[config.mk]
export PLATFORM = sky130hd
export DESIGN_NAME = mbsr_bank0
export DESIGN_NICKNAME = d
export VERILOG_FILES = /design/src/mbsr_pkg.sv /design/src/mbsr_bank0.sv
export VERILOG_INCLUDE_DIRS = /design/src /design/src/src
export SDC_FILE = /design/constraint.sdc
export NUM_CORES = 2
export LEC_CHECK = 0
export BUFFER_PORTS_ARGS = -buffer_cell sky130_fd_sc_hd__buf_4
export CORE_MARGIN = 3
export CORE_UTILIZATION = 30
export DETAILED_ROUTE_END_ITERATION = 10
export PLACE_DENSITY = 0.48
export SYNTH_ARGS = -nofsm -noshare
export SYNTH_HDL_FRONTEND = slang
export SYNTH_SLANG_ARGS = --single-unit
[constraint.sdc]
create_clock -name clock -period 4.1 [get_ports clock]
set_clock_uncertainty 0.15 [all_clocks]
set_input_delay 0.205 -clock clock [delete_from_list [all_inputs] [get_ports clock]]
set_output_delay 0.205 -clock clock [all_outputs]
set_load 0.005 [all_outputs]
[src/mbsr_cfg.svh]
/*
  constants of the bank-zero special register file: offsets, implemented-bit
  masks, reset values and bit positions. assumes a 7-bit direct address.
*/
`ifndef MBSR_CFG_SVH
`define MBSR_CFG_SVH
`define MBSR_OFF_WINDOW   7'h00
`define MBSR_OFF_T0COUNT  7'h01
`define MBSR_OFF_PCLOW    7'h02
`define MBSR_OFF_STAT     7'h03
`define MBSR_OFF_POINTER  7'h04
`define MBSR_OFF_PORT1    7'h05
`define MBSR_OFF_PORT2    7'h06
`define MBSR_OFF_PORT3    7'h07
`define MBSR_OFF_UPPER    7'h0A
`define MBSR_OFF_IRQCTL   7'h0B
`define MBSR_OFF_PIRQ     7'h0C
`define MBSR_OFF_T1LOW    7'h0E
`define MBSR_OFF_T1HIGH   7'h0F
`define MBSR_OFF_T1CTL    7'h10
`define MBSR_OFF_T2COUNT  7'h11
`define MBSR_OFF_T2CTL    7'h12
`define MBSR_OFF_SERBUF   7'h13
`define MBSR_OFF_SERCTL   7'h14
`define MBSR_OFF_CCLOW    7'h15
`define MBSR_OFF_CCHIGH   7'h16
`define MBSR_OFF_CCCTL    7'h17
`define MBSR_SFR_LIMIT    7'h20
`define MBSR_GPR_DEPTH    96
`define MBSR_MASK_ALL     8'hFF
`define MBSR_MASK_NONE    8'h00
`define MBSR_MASK_PORT1   8'h3F
`define MBSR_MASK_UPPER   8'h1F
`define MBSR_MASK_PIRQ    8'hCF
`define MBSR_MASK_T1CTL   8'h3F
`define MBSR_MASK_T2CTL   8'h7F
`define MBSR_MASK_CCCTL   8'h3F
`define MBSR_WMASK_STAT   8'hE7
`define MBSR_KEEP_STAT    8'h07
`define MBSR_KEEP_IRQCTL  8'h01
`define MBSR_POR_STAT     8'h18
`define MBSR_POR_ZERO     8'h00
`define MBSR_BIT_RP0      5
`define MBSR_BIT_TIMEOUT  4
`define MBSR_BIT_PWRDOWN  3
`endif

[src/mbsr_pkg.sv]
/*
  types of the bank-zero special register file.
  assumes mbsr_cfg.svh holds the numeric constants.
*/
package mbsr_pkg;
  typedef logic [7:0]  mbsr_byte_t;
  typedef logic [6:0]  mbsr_off_t;
  typedef logic [12:0] mbsr_pc_t;
  typedef enum logic [2:0] {
    mbsr_rst_none = 3'b001,
    mbsr_rst_pin  = 3'b010,
    mbsr_rst_wdt  = 3'b100
  } mbsr_rst_t;
endpackage

[src/mbsr_bank0.sv]
/*
  bank-zero special function register file with program counter and a small
  general purpose data memory behind the indirect window.
  assumes a core that issues one synchronous read or write per clock, and
  reset request inputs already synchronous to clock.
*/
// Summary of operation
// - Core registers answer at the same location whichever data bank is selected.
// - The program counter upper bits have no direct read or write path.
// - The 5-bit upper buffer is copied into counter bits 12:8 when the counter low byte is written.
// - Power-on reset loads power-on values, pin and watchdog resets load the other-reset values.
// - Unknown bits come up as a fixed value, unchanged bits keep their value, conditional bits follow the cause.
// - Unimplemented addresses and bits read zero and ignore writes.
// - Port writes go to the output latch while port reads return the pin levels.
`timescale 1ns/100ps
`include "mbsr_cfg.svh"
module mbsr_bank0 (
  input  wire logic                 clock,
  input  wire logic                 reset_n,
  input  wire logic                 external_reset_pin,
  input  wire logic                 wdt_timeout,
  input  wire logic                 core_asleep,
  input  wire mbsr_pkg::mbsr_off_t  mem_addr,
  input  wire logic                 mem_rd_en,
  input  wire logic                 mem_wr_en,
  input  wire mbsr_pkg::mbsr_byte_t mem_wr_data,
  output mbsr_pkg::mbsr_byte_t      mem_rd_data,
  input  wire logic                 pc_advance,
  input  wire logic                 alu_flags_we,
  input  wire logic [2:0]           alu_flags,
  input  wire logic [2:0]           irq_ctl_events,
  input  wire logic [3:0]           pirq_events,
  input  wire logic [5:0]           io_port_first_pins,
  input  wire logic [7:0]           io_port_second_pins,
  input  wire logic [7:0]           io_port_third_pins,
  output logic [5:0]                io_port_first_latch,
  output logic [7:0]                io_port_second_latch,
  output logic [7:0]                io_port_third_latch,
  output mbsr_pkg::mbsr_pc_t        prog_counter,
  output mbsr_pkg::mbsr_byte_t      core_status,
  output mbsr_pkg::mbsr_byte_t      interrupt_control,
  output mbsr_pkg::mbsr_byte_t      peripheral_irq_flags,
  output mbsr_pkg::mbsr_byte_t      timer_zero_count,
  output logic [15:0]               timer_one_count,
  output mbsr_pkg::mbsr_byte_t      timer_one_control,
  output mbsr_pkg::mbsr_byte_t      timer_two_count,
  output mbsr_pkg::mbsr_byte_t      timer_two_control,
  output mbsr_pkg::mbsr_byte_t      serial_port_buffer,
  output mbsr_pkg::mbsr_byte_t      serial_port_control,
  output logic [15:0]               capture_compare_value,
  output mbsr_pkg::mbsr_byte_t      capture_compare_control
);
  import mbsr_pkg::*;

  mbsr_byte_t sfr_q [0:31];
  mbsr_byte_t sfr_d [0:31];
  mbsr_byte_t gpr_q [0:`MBSR_GPR_DEPTH-1];
  mbsr_pc_t   pc_q;
  mbsr_pc_t   pc_d;
  mbsr_byte_t rd_data_q;
  mbsr_byte_t rd_data_d;
  logic       gpr_we;
  logic [6:0] gpr_idx;
  logic [7:0] eff_addr;
  logic       sfr_hit;
  logic       gpr_hit;
  logic       pcl_wr;
  logic       other_rst;
  mbsr_rst_t  rst_cause;

  function automatic logic [4:0] sidx(input mbsr_off_t o);
    return o[4:0];
  endfunction

  // core locations are decoded without the bank bit
  function automatic logic is_core(input mbsr_off_t o);
    return (o == `MBSR_OFF_WINDOW) || (o == `MBSR_OFF_PCLOW) || (o == `MBSR_OFF_STAT) ||
           (o == `MBSR_OFF_POINTER) || (o == `MBSR_OFF_UPPER) || (o == `MBSR_OFF_IRQCTL);
  endfunction

  // window and counter low byte have no storage in the array
  function automatic mbsr_byte_t impl_mask(input mbsr_off_t o);
    if (o == `MBSR_OFF_WINDOW || o == `MBSR_OFF_PCLOW) begin
      return `MBSR_MASK_NONE;
    end else if (o == `MBSR_OFF_PORT1) begin
      return `MBSR_MASK_PORT1;
    end else if (o == `MBSR_OFF_UPPER) begin
      return `MBSR_MASK_UPPER;
    end else if (o == `MBSR_OFF_PIRQ) begin
      return `MBSR_MASK_PIRQ;
    end else if (o == `MBSR_OFF_T1CTL) begin
      return `MBSR_MASK_T1CTL;
    end else if (o == `MBSR_OFF_T2CTL) begin
      return `MBSR_MASK_T2CTL;
    end else if (o == `MBSR_OFF_CCCTL) begin
      return `MBSR_MASK_CCCTL;
    end else if (o == 7'h08 || o == 7'h09 || o == 7'h0D || o >= 7'h18) begin
      return `MBSR_MASK_NONE;
    end else begin
      return `MBSR_MASK_ALL;
    end
  endfunction

  // bits that survive a pin or watchdog reset
  function automatic mbsr_byte_t keep_mask(input mbsr_off_t o);
    if (o == `MBSR_OFF_STAT) begin
      return `MBSR_KEEP_STAT;
    end else if (o == `MBSR_OFF_IRQCTL) begin
      return `MBSR_KEEP_IRQCTL;
    end else if (o == `MBSR_OFF_T1CTL) begin
      return `MBSR_MASK_T1CTL;
    end else if (o == `MBSR_OFF_T0COUNT || o == `MBSR_OFF_POINTER || o == `MBSR_OFF_PORT1 ||
                 o == `MBSR_OFF_PORT2 || o == `MBSR_OFF_PORT3 || o == `MBSR_OFF_T1LOW ||
                 o == `MBSR_OFF_T1HIGH || o == `MBSR_OFF_SERBUF || o == `MBSR_OFF_CCLOW ||
                 o == `MBSR_OFF_CCHIGH) begin
      return impl_mask(o);
    end else begin
      return `MBSR_MASK_NONE;
    end
  endfunction

  assign other_rst = external_reset_pin | wdt_timeout;
  assign rst_cause = wdt_timeout ? mbsr_rst_wdt : (external_reset_pin ? mbsr_rst_pin : mbsr_rst_none);

  always_comb begin
    for (int i = 0; i < 32; i++) begin
      sfr_d[i] = sfr_q[i];
    end
    pc_d      = pc_q;
    rd_data_d = rd_data_q;
    pcl_wr    = 1'b0;
    gpr_we    = 1'b0;
    // window redirects through the pointer, otherwise the bank bit joins the address
    if (mem_addr == `MBSR_OFF_WINDOW) begin
      eff_addr = sfr_q[sidx(`MBSR_OFF_POINTER)];
    end else begin
      eff_addr = {sfr_q[sidx(`MBSR_OFF_STAT)][`MBSR_BIT_RP0], mem_addr};
    end
    // bank one peripheral registers live elsewhere and read zero here
    sfr_hit = is_core(eff_addr[6:0]) || (!eff_addr[7] && eff_addr[6:0] < `MBSR_SFR_LIMIT);
    gpr_hit = !eff_addr[7] && eff_addr[6:0] >= `MBSR_SFR_LIMIT;
    gpr_idx = 7'(eff_addr[6:0] - `MBSR_SFR_LIMIT);
    if (other_rst) begin
      for (int i = 0; i < 32; i++) begin
        sfr_d[i] = sfr_q[i] & keep_mask(7'(i));
      end
      sfr_d[sidx(`MBSR_OFF_STAT)][`MBSR_BIT_TIMEOUT] = (rst_cause != mbsr_rst_wdt);
      sfr_d[sidx(`MBSR_OFF_STAT)][`MBSR_BIT_PWRDOWN] = !core_asleep;
      pc_d = '0;
    end else begin
      if (pc_advance) begin
        pc_d = 13'(pc_q + 13'h0001);
      end
      if (mem_wr_en && sfr_hit) begin
        if (eff_addr[6:0] == `MBSR_OFF_PCLOW) begin
          pcl_wr = 1'b1;
          // only write path into the upper bits goes through the buffer
          pc_d = {sfr_q[sidx(`MBSR_OFF_UPPER)][4:0], mem_wr_data};
        end else if (eff_addr[6:0] == `MBSR_OFF_STAT) begin
          sfr_d[sidx(`MBSR_OFF_STAT)] = (sfr_q[sidx(`MBSR_OFF_STAT)] & ~`MBSR_WMASK_STAT) |
                                        (mem_wr_data & `MBSR_WMASK_STAT);
        end else begin
          sfr_d[sidx(eff_addr[6:0])] = (sfr_q[sidx(eff_addr[6:0])] & ~impl_mask(eff_addr[6:0])) |
                                       (mem_wr_data & impl_mask(eff_addr[6:0]));
        end
      end else if (mem_wr_en && gpr_hit) begin
        gpr_we = 1'b1;
      end
      // hardware events win over a software clear in the same cycle
      sfr_d[sidx(`MBSR_OFF_PIRQ)][3:0]   = sfr_d[sidx(`MBSR_OFF_PIRQ)][3:0] | pirq_events;
      sfr_d[sidx(`MBSR_OFF_IRQCTL)][2:0] = sfr_d[sidx(`MBSR_OFF_IRQCTL)][2:0] | irq_ctl_events;
      if (alu_flags_we) begin
        sfr_d[sidx(`MBSR_OFF_STAT)][2:0] = alu_flags;
      end
    end
    if (mem_rd_en) begin
      if (sfr_hit && eff_addr[6:0] == `MBSR_OFF_PCLOW) begin
        rd_data_d = pc_q[7:0];
      end else if (sfr_hit && eff_addr[6:0] == `MBSR_OFF_PORT1) begin
        rd_data_d = {2'b00, io_port_first_pins};
      end else if (sfr_hit && eff_addr[6:0] == `MBSR_OFF_PORT2) begin
        rd_data_d = io_port_second_pins;
      end else if (sfr_hit && eff_addr[6:0] == `MBSR_OFF_PORT3) begin
        rd_data_d = io_port_third_pins;
      end else if (sfr_hit) begin
        rd_data_d = sfr_q[sidx(eff_addr[6:0])] & impl_mask(eff_addr[6:0]);
      end else if (gpr_hit) begin
        rd_data_d = gpr_q[gpr_idx];
      end else begin
        rd_data_d = 8'h00;
      end
    end
  end

  // unknown bits come up as zero after power-on
  always_ff @(posedge clock or negedge reset_n) begin
    if (!reset_n) begin
      for (int i = 0; i < 32; i++) begin
        sfr_q[i] <= (i == 3) ? `MBSR_POR_STAT : `MBSR_POR_ZERO;
      end
      pc_q      <= '0;
      rd_data_q <= 8'h00;
    end else begin
      for (int i = 0; i < 32; i++) begin
        sfr_q[i] <= sfr_d[i];
      end
      pc_q      <= pc_d;
      rd_data_q <= rd_data_d;
    end
  end

  // data memory is left unreset, contents are unknown by nature
  always_ff @(posedge clock) begin
    if (gpr_we) begin
      gpr_q[gpr_idx] <= mem_wr_data;
    end
  end

  assign mem_rd_data             = rd_data_q;
  assign prog_counter            = pc_q;
  assign io_port_first_latch     = sfr_q[sidx(`MBSR_OFF_PORT1)][5:0];
  assign io_port_second_latch    = sfr_q[sidx(`MBSR_OFF_PORT2)];
  assign io_port_third_latch     = sfr_q[sidx(`MBSR_OFF_PORT3)];
  assign core_status             = sfr_q[sidx(`MBSR_OFF_STAT)];
  assign interrupt_control       = sfr_q[sidx(`MBSR_OFF_IRQCTL)];
  assign peripheral_irq_flags    = sfr_q[sidx(`MBSR_OFF_PIRQ)];
  assign timer_zero_count        = sfr_q[sidx(`MBSR_OFF_T0COUNT)];
  assign timer_one_count         = {sfr_q[sidx(`MBSR_OFF_T1HIGH)], sfr_q[sidx(`MBSR_OFF_T1LOW)]};
  assign timer_one_control       = sfr_q[sidx(`MBSR_OFF_T1CTL)];
  assign timer_two_count         = sfr_q[sidx(`MBSR_OFF_T2COUNT)];
  assign timer_two_control       = sfr_q[sidx(`MBSR_OFF_T2CTL)];
  assign serial_port_buffer      = sfr_q[sidx(`MBSR_OFF_SERBUF)];
  assign serial_port_control     = sfr_q[sidx(`MBSR_OFF_SERCTL)];
  assign capture_compare_value   = {sfr_q[sidx(`MBSR_OFF_CCHIGH)], sfr_q[sidx(`MBSR_OFF_CCLOW)]};
  assign capture_compare_control = sfr_q[sidx(`MBSR_OFF_CCCTL)];
endmodule

Word level (Yosys, flattened, before mapping):

Memories as Yosys holds them, arrays and structs flattened.
Cells that the tools add are included.

* output and inout bits: 155
* bits in writable memories: 768
* memories: 1
* logic and storage cells: 188
* flip-flop bits (word level): 277

* bitwise gates (word level): 42
* $lt $le $gt $ge: 5
* $add $sub $neg: 2
* equal/unequal tests: 19
* mux-type cells: 55
* reductions and logical operators: 27

Memories
* gpr_q: depth 96, bits a word 8, read ports 1, clocked after memory_dff 0, wr ports 1, RTL line mbsr_bank0.sv:57 `` mbsr_byte_t gpr_q [0:`MBSR_GPR_DEPTH-1]; ``

Operators with widths (number)
* $mux W256: 4
* $and A8 B8 Y8: 35
* $mux W8: 34
* $bwmux W256: 1
* $mux W224: 1
* $mux W13: 4
* $eq A7 B4 Y1 const B: 6
* $bmux W8 S5: 1
* $demux W8 S5: 1
* $eq A7 B3 Y1 const B: 4
* $mux W24: 1
* $eq A7 B5 Y1 const B: 3
* $eq A7 B2 Y1 const B: 2
* $logic_not A7 Y1: 2
* $add A13 B1 Y13 const B: 1
* $logic_and A1 B1 Y1: 9
* $logic_or A1 B1 Y1: 9
* $not A8 Y8: 1
* $or A5 B8 Y8: 1
* $or A8 B8 Y8: 1
* $ge A7 B5 Y1 const B: 1
* $ge A7 B6 Y1 const B: 1
* $lt A7 B6 Y1 const B: 1
* $sub A7 B6 Y7 const B: 1
* other kinds (16): 25

Depth between registers and ports, before layout:

* depth after elaboration: 28
* gate-level depth with buffers: 15

Least setup slack after synthesis:

No wires, ideal clock.

* path kind: input -> register
* from: in mem_addr[1]
* to: mem gpr_q[71][0] in the netlist's numbering, enable pin
* buffers on the path: 3
* arrival: 3.234 ns
* stages: 11
* required time: 3.567 ns
* path slack: 0.332 ns
* cell sequence: buf_2 nor4_2 a31oi_1 and3_1 o211ai_1 and4_1 clkbuf_1 and3_1 nand3_1 clkbuf_1 nor3_1

* word-level cells in the longest chain between the ends: 14
* elaborated cells on any way between the ends: 27

Ends and longest elaborated chain
* start, declared: RTL line mbsr_bank0.sv:23 `input wire mbsr_pkg::mbsr_off_t mem_addr,`
* $logic_not A7 Y1 (no source line)
* $mux W8 *: RTL line mbsr_bank0.sv:134 `` if (mem_addr == `MBSR_OFF_WINDOW) begin ``
* parallel branches: the longest is 12 deep, another holds $ge A7 B6 Y1
* end, declared: RTL line mbsr_bank0.sv:57

Every way passes the cells marked *.

Worst setup path after layout:

* from: reg sfr_q[217] in the netlist's numbering
* to: reg sfr_q, in the netlist core_status[3]

* word-level cells in the longest chain between the ends: 26
* elaborated cells on any way between the ends: 62

Ends and longest elaborated chain
* start, declared: RTL line mbsr_bank0.sv:55 `mbsr_byte_t sfr_q [0:31];`
* start signal, assigned by index: RTL line mbsr_bank0.sv:199 `` sfr_q[i] <= (i == 3) ? `MBSR_POR_STAT : `MBSR_POR_ZERO; ``
* start signal, assigned by index: RTL line mbsr_bank0.sv:205 `sfr_q[i] <= sfr_d[i];`
* $mux W8 *: RTL line mbsr_bank0.sv:134
* parallel branches: the longest is 25 deep, another holds $ge A7 B5 Y1

Every way passes the cells marked *. The select of a mux whose other input is x is not followed.
A chain may end at the register's enable or synchronous reset.

==> results.cfg <==
[clocking]
cts_made_buffers = 110
clk_pin_slew_ps = 70
cts_tree = built
cts.sinks = 1045
worstSkewPairLatency_ps = 750
cts_buffer_depth = 3
htree_levels = 3
cts-root-buf = clkbuf_16

[final_layout]
areaGrowthSynthToFinish_pct = 22.8
nets = 3807
drive_gt1_share_pct = 23.7
final_core_util_pct = 37.3
layoutNonFillerInstCount = 5728

[critical_path]
crit_arrival_ps = 4470
startpoint_type = flop
worstPathMaxFanout = 24
crit_required_ps = 4620
cp-end-kind = flop
critPathKind = flop to flop

[yosys]
muxShareOfSynthArea_pct = 4.05
ys_ff_latch = 1045
ys_seq_area_share_pct = 69.2
synth_xor_area_share_pct = 0.242
synth_cells = 3342
synth-edff-count = 768
ys.flop_type = edfxtp_1
synthAdderAreaFrac_pct = 0.144
synthSimpleGateAreaFrac_pct = 10.7
ys_top_cells_by_count = edfxtp_1, nor2_1, dfrtp_1, o22ai_1, nand2_1
synth-compound-area-share_pct = 11.2
synth_area_leaders = edfxtp_1, dfrtp_1, nor2_1, o22ai_1, mux2_2
ys_types = 74
synth_top_family_by_area = compound AO/OA/AOI/OAI gates
synth_top_area_share_pct = 53.2
yosysTopAreaCell = edfxtp_1
synth_nets = 3403
syn_area_per_cell_um2 = 13.0
async_flop_share_pct = 26.5
synth_area_um2 = 43400
yosysWarnings = 0
synthMostInstantiatedCell = edfxtp_1

[timing]
whs_ps = 79.7
fin_crit_ps = 3950
fin_crit_sh_pct = 96.2
timing.final.ws_setup_ps = 155
setup_violations = 0
clock.fmax_mhz = 253
maxSlewViolCount = 0
max-slew-margin-rel_pct = 16.7
tns_ps = 0
max_slew.worst_pin.slew_ps = 1240
hold_viol_final = 0

[detailed_routing]
met3_length_mm = 12.0
vias_per_cell = 5.44
wl_met1_mm = 72.2
vias = 31100
ant_nets = 0
drc_errors = 0
wirelength_mm = 161
drt_iter0_drc = 3533
wl_per_cell_um = 28.1
wl_met2_mm = 73.2
highest_layer = met5
drt_first_pass_iters = 10

[floorplan]
dieArea_um2 = 149000
rows = 138
die_x_um = 386
num_io_pins = 211
start_util_pct = 30.4
core_region_area_um2 = 143000
fp.dieH_um = 386

[global_route]
grt_pass1_wl_mm = 229
grt_max_degree = 91
grt_overflow = 0
antenna_found_initial = 4
grt_use_total_pct = 21.2
grt_pass1_vias = 29900

[job]
cap_violations = 0

[status]
status = completed

[placed_design]
place_ws_ps = -25.2
dp.cells = 5469
place.gp.congestion = 0.879
io_buffers = 210
place_hpwl_mm = 109

[power]
peakVddDrop_mv = 0.305
leakagePower_nw = 19.9
powerDensity_nw_per_um2 = 440

[hold_path]
hp-class = input pin to flop
## stage by stage
step / instance area (um^2) / power, mW
after floorplan: 43400 / 12.3
after global placement: 49000 / 13.3
after detailed placement: 49000 / 13.3
after CTS: 53200 / 23.6
after global routing: 53200 / 24.1
final: 53300 / 23.4
## power by group
part | switching, mW | total (mW) | internal [mW]
Clock | 4.36 | 10.3 | 5.93
Combinational | 1.11 | 1.65 | 0.536
Sequential | 0.0668 | 11.5 | 11.4
## critical path, stage by stage, from the launching register on
cell and delay (ps):
dfrtp_1 400, buf_4 170, nand4bb_1 230, o31ai_4 110, buf_12 170, buf_4 240, a222oi_1 540, a21oi_1 190
nand4b_1 330, mux2_2 360, buf_12 170, mux2i_1 140, mux2i_1 80, dlygate4sd3_1 590
## kinds of logic (layout without fill, tap and decap cells)
family | after synthesis | in the layout
buffers and inverters | 373 | 866
AOI/OAI and AO/OA | 708 | 708
xor gates and xnor gates | 12 | 12
muxes | 163 | 163
DFF | 1045 | 1045
other | 0 | 3
and+or+nand+nor | 1036 | 1036
adders and majority gates | 5 | 5
## layout make-up
type | instances | area (um^2)
Tap cell | 1890 | 2360
Clock buffer | 134 | 2950
Fill cell | 13800 | 89400
Inverter | 10 | 37.5
Antenna cell | 3 | 7.51
Sequential cell | 1045 | 30000
Timing Repair Buffer | 655 | 5600
Multi-Input combinational cell | 1924 | 11500
Clock inverter | 67 | 756
## what timing repair did
action,in CTS,in global routing
hold buffers,51,0
resized for setup,0,1
setup buffers,3,1
endpoints found under the hold margin,520,0
endpoints found under the setup margin,2,7
pin swaps,1,1
## final timing paths
| check | start | endpoint | slack (ps) | depth (start not counted) |
|---|---|---|---|---|
| setup / recovery | sfr_q[217]$_DFFE_PN0P_ | core_status[3]$_DFFE_PN1P_ | 150 | 13 |
| max in group asynchronous | reset_n | io_port_first_latch[2]$_DFFE_PN0P_ | 2080 | 4 |
| hold / removal | mem_addr[0] | core_status[6]$_DFFE_PN0P_ | 80 | 5 |
| hold reg to reg | sfr_q[5]$_DFFE_PN0P_ | sfr_q[5]$_DFFE_PN0P_ | 340 | 1 |
| min in group asynchronous | reset_n | io_port_second_latch[1]$_DFFE_PN0P_ | 500 | 3 |
| setup reg to reg | sfr_q[217]$_DFFE_PN0P_ | core_status[3]$_DFFE_PN1P_ | 150 | 13 |
## state kept, by name, indices dropped and copies added, names as in the netlist, 13 cells and up
name	cells
capture_compare_value	16
gpr_q	768
prog_counter	13
sfr_q	122
timer_one_count	16
## per-layer routing
metal | GRT usage [%] | up-vias
met5 | 0 | -
met4 | 5.08 | 2
met3 | 3.35 | 182
met2 | 32.7 | 1350
met1 | 31.1 | 16200
li1 | - | 13400
## layout by cell type, fill, tap and decap left out, types with 38 or more instances in the layout
master         Yosys  final
a21oi_1          144    141
dlygate4sd3_1      0     51
buf_12             0     44
and2_1            67     67
mux2_2            96     96
nand3_1           42     42
mux2i_1           66     66
buf_4            135    559
nor2_1           458    457
a222oi_1          75     75
edfxtp_1         768    768
nor3_1           162    159
o22ai_1          253    253
dfrtp_1          275    274
o21ai_0           39     38
nand2_1          213    212
clkbuf_16          0    112
No activity file was read; power rests on OpenSTA's default activity.
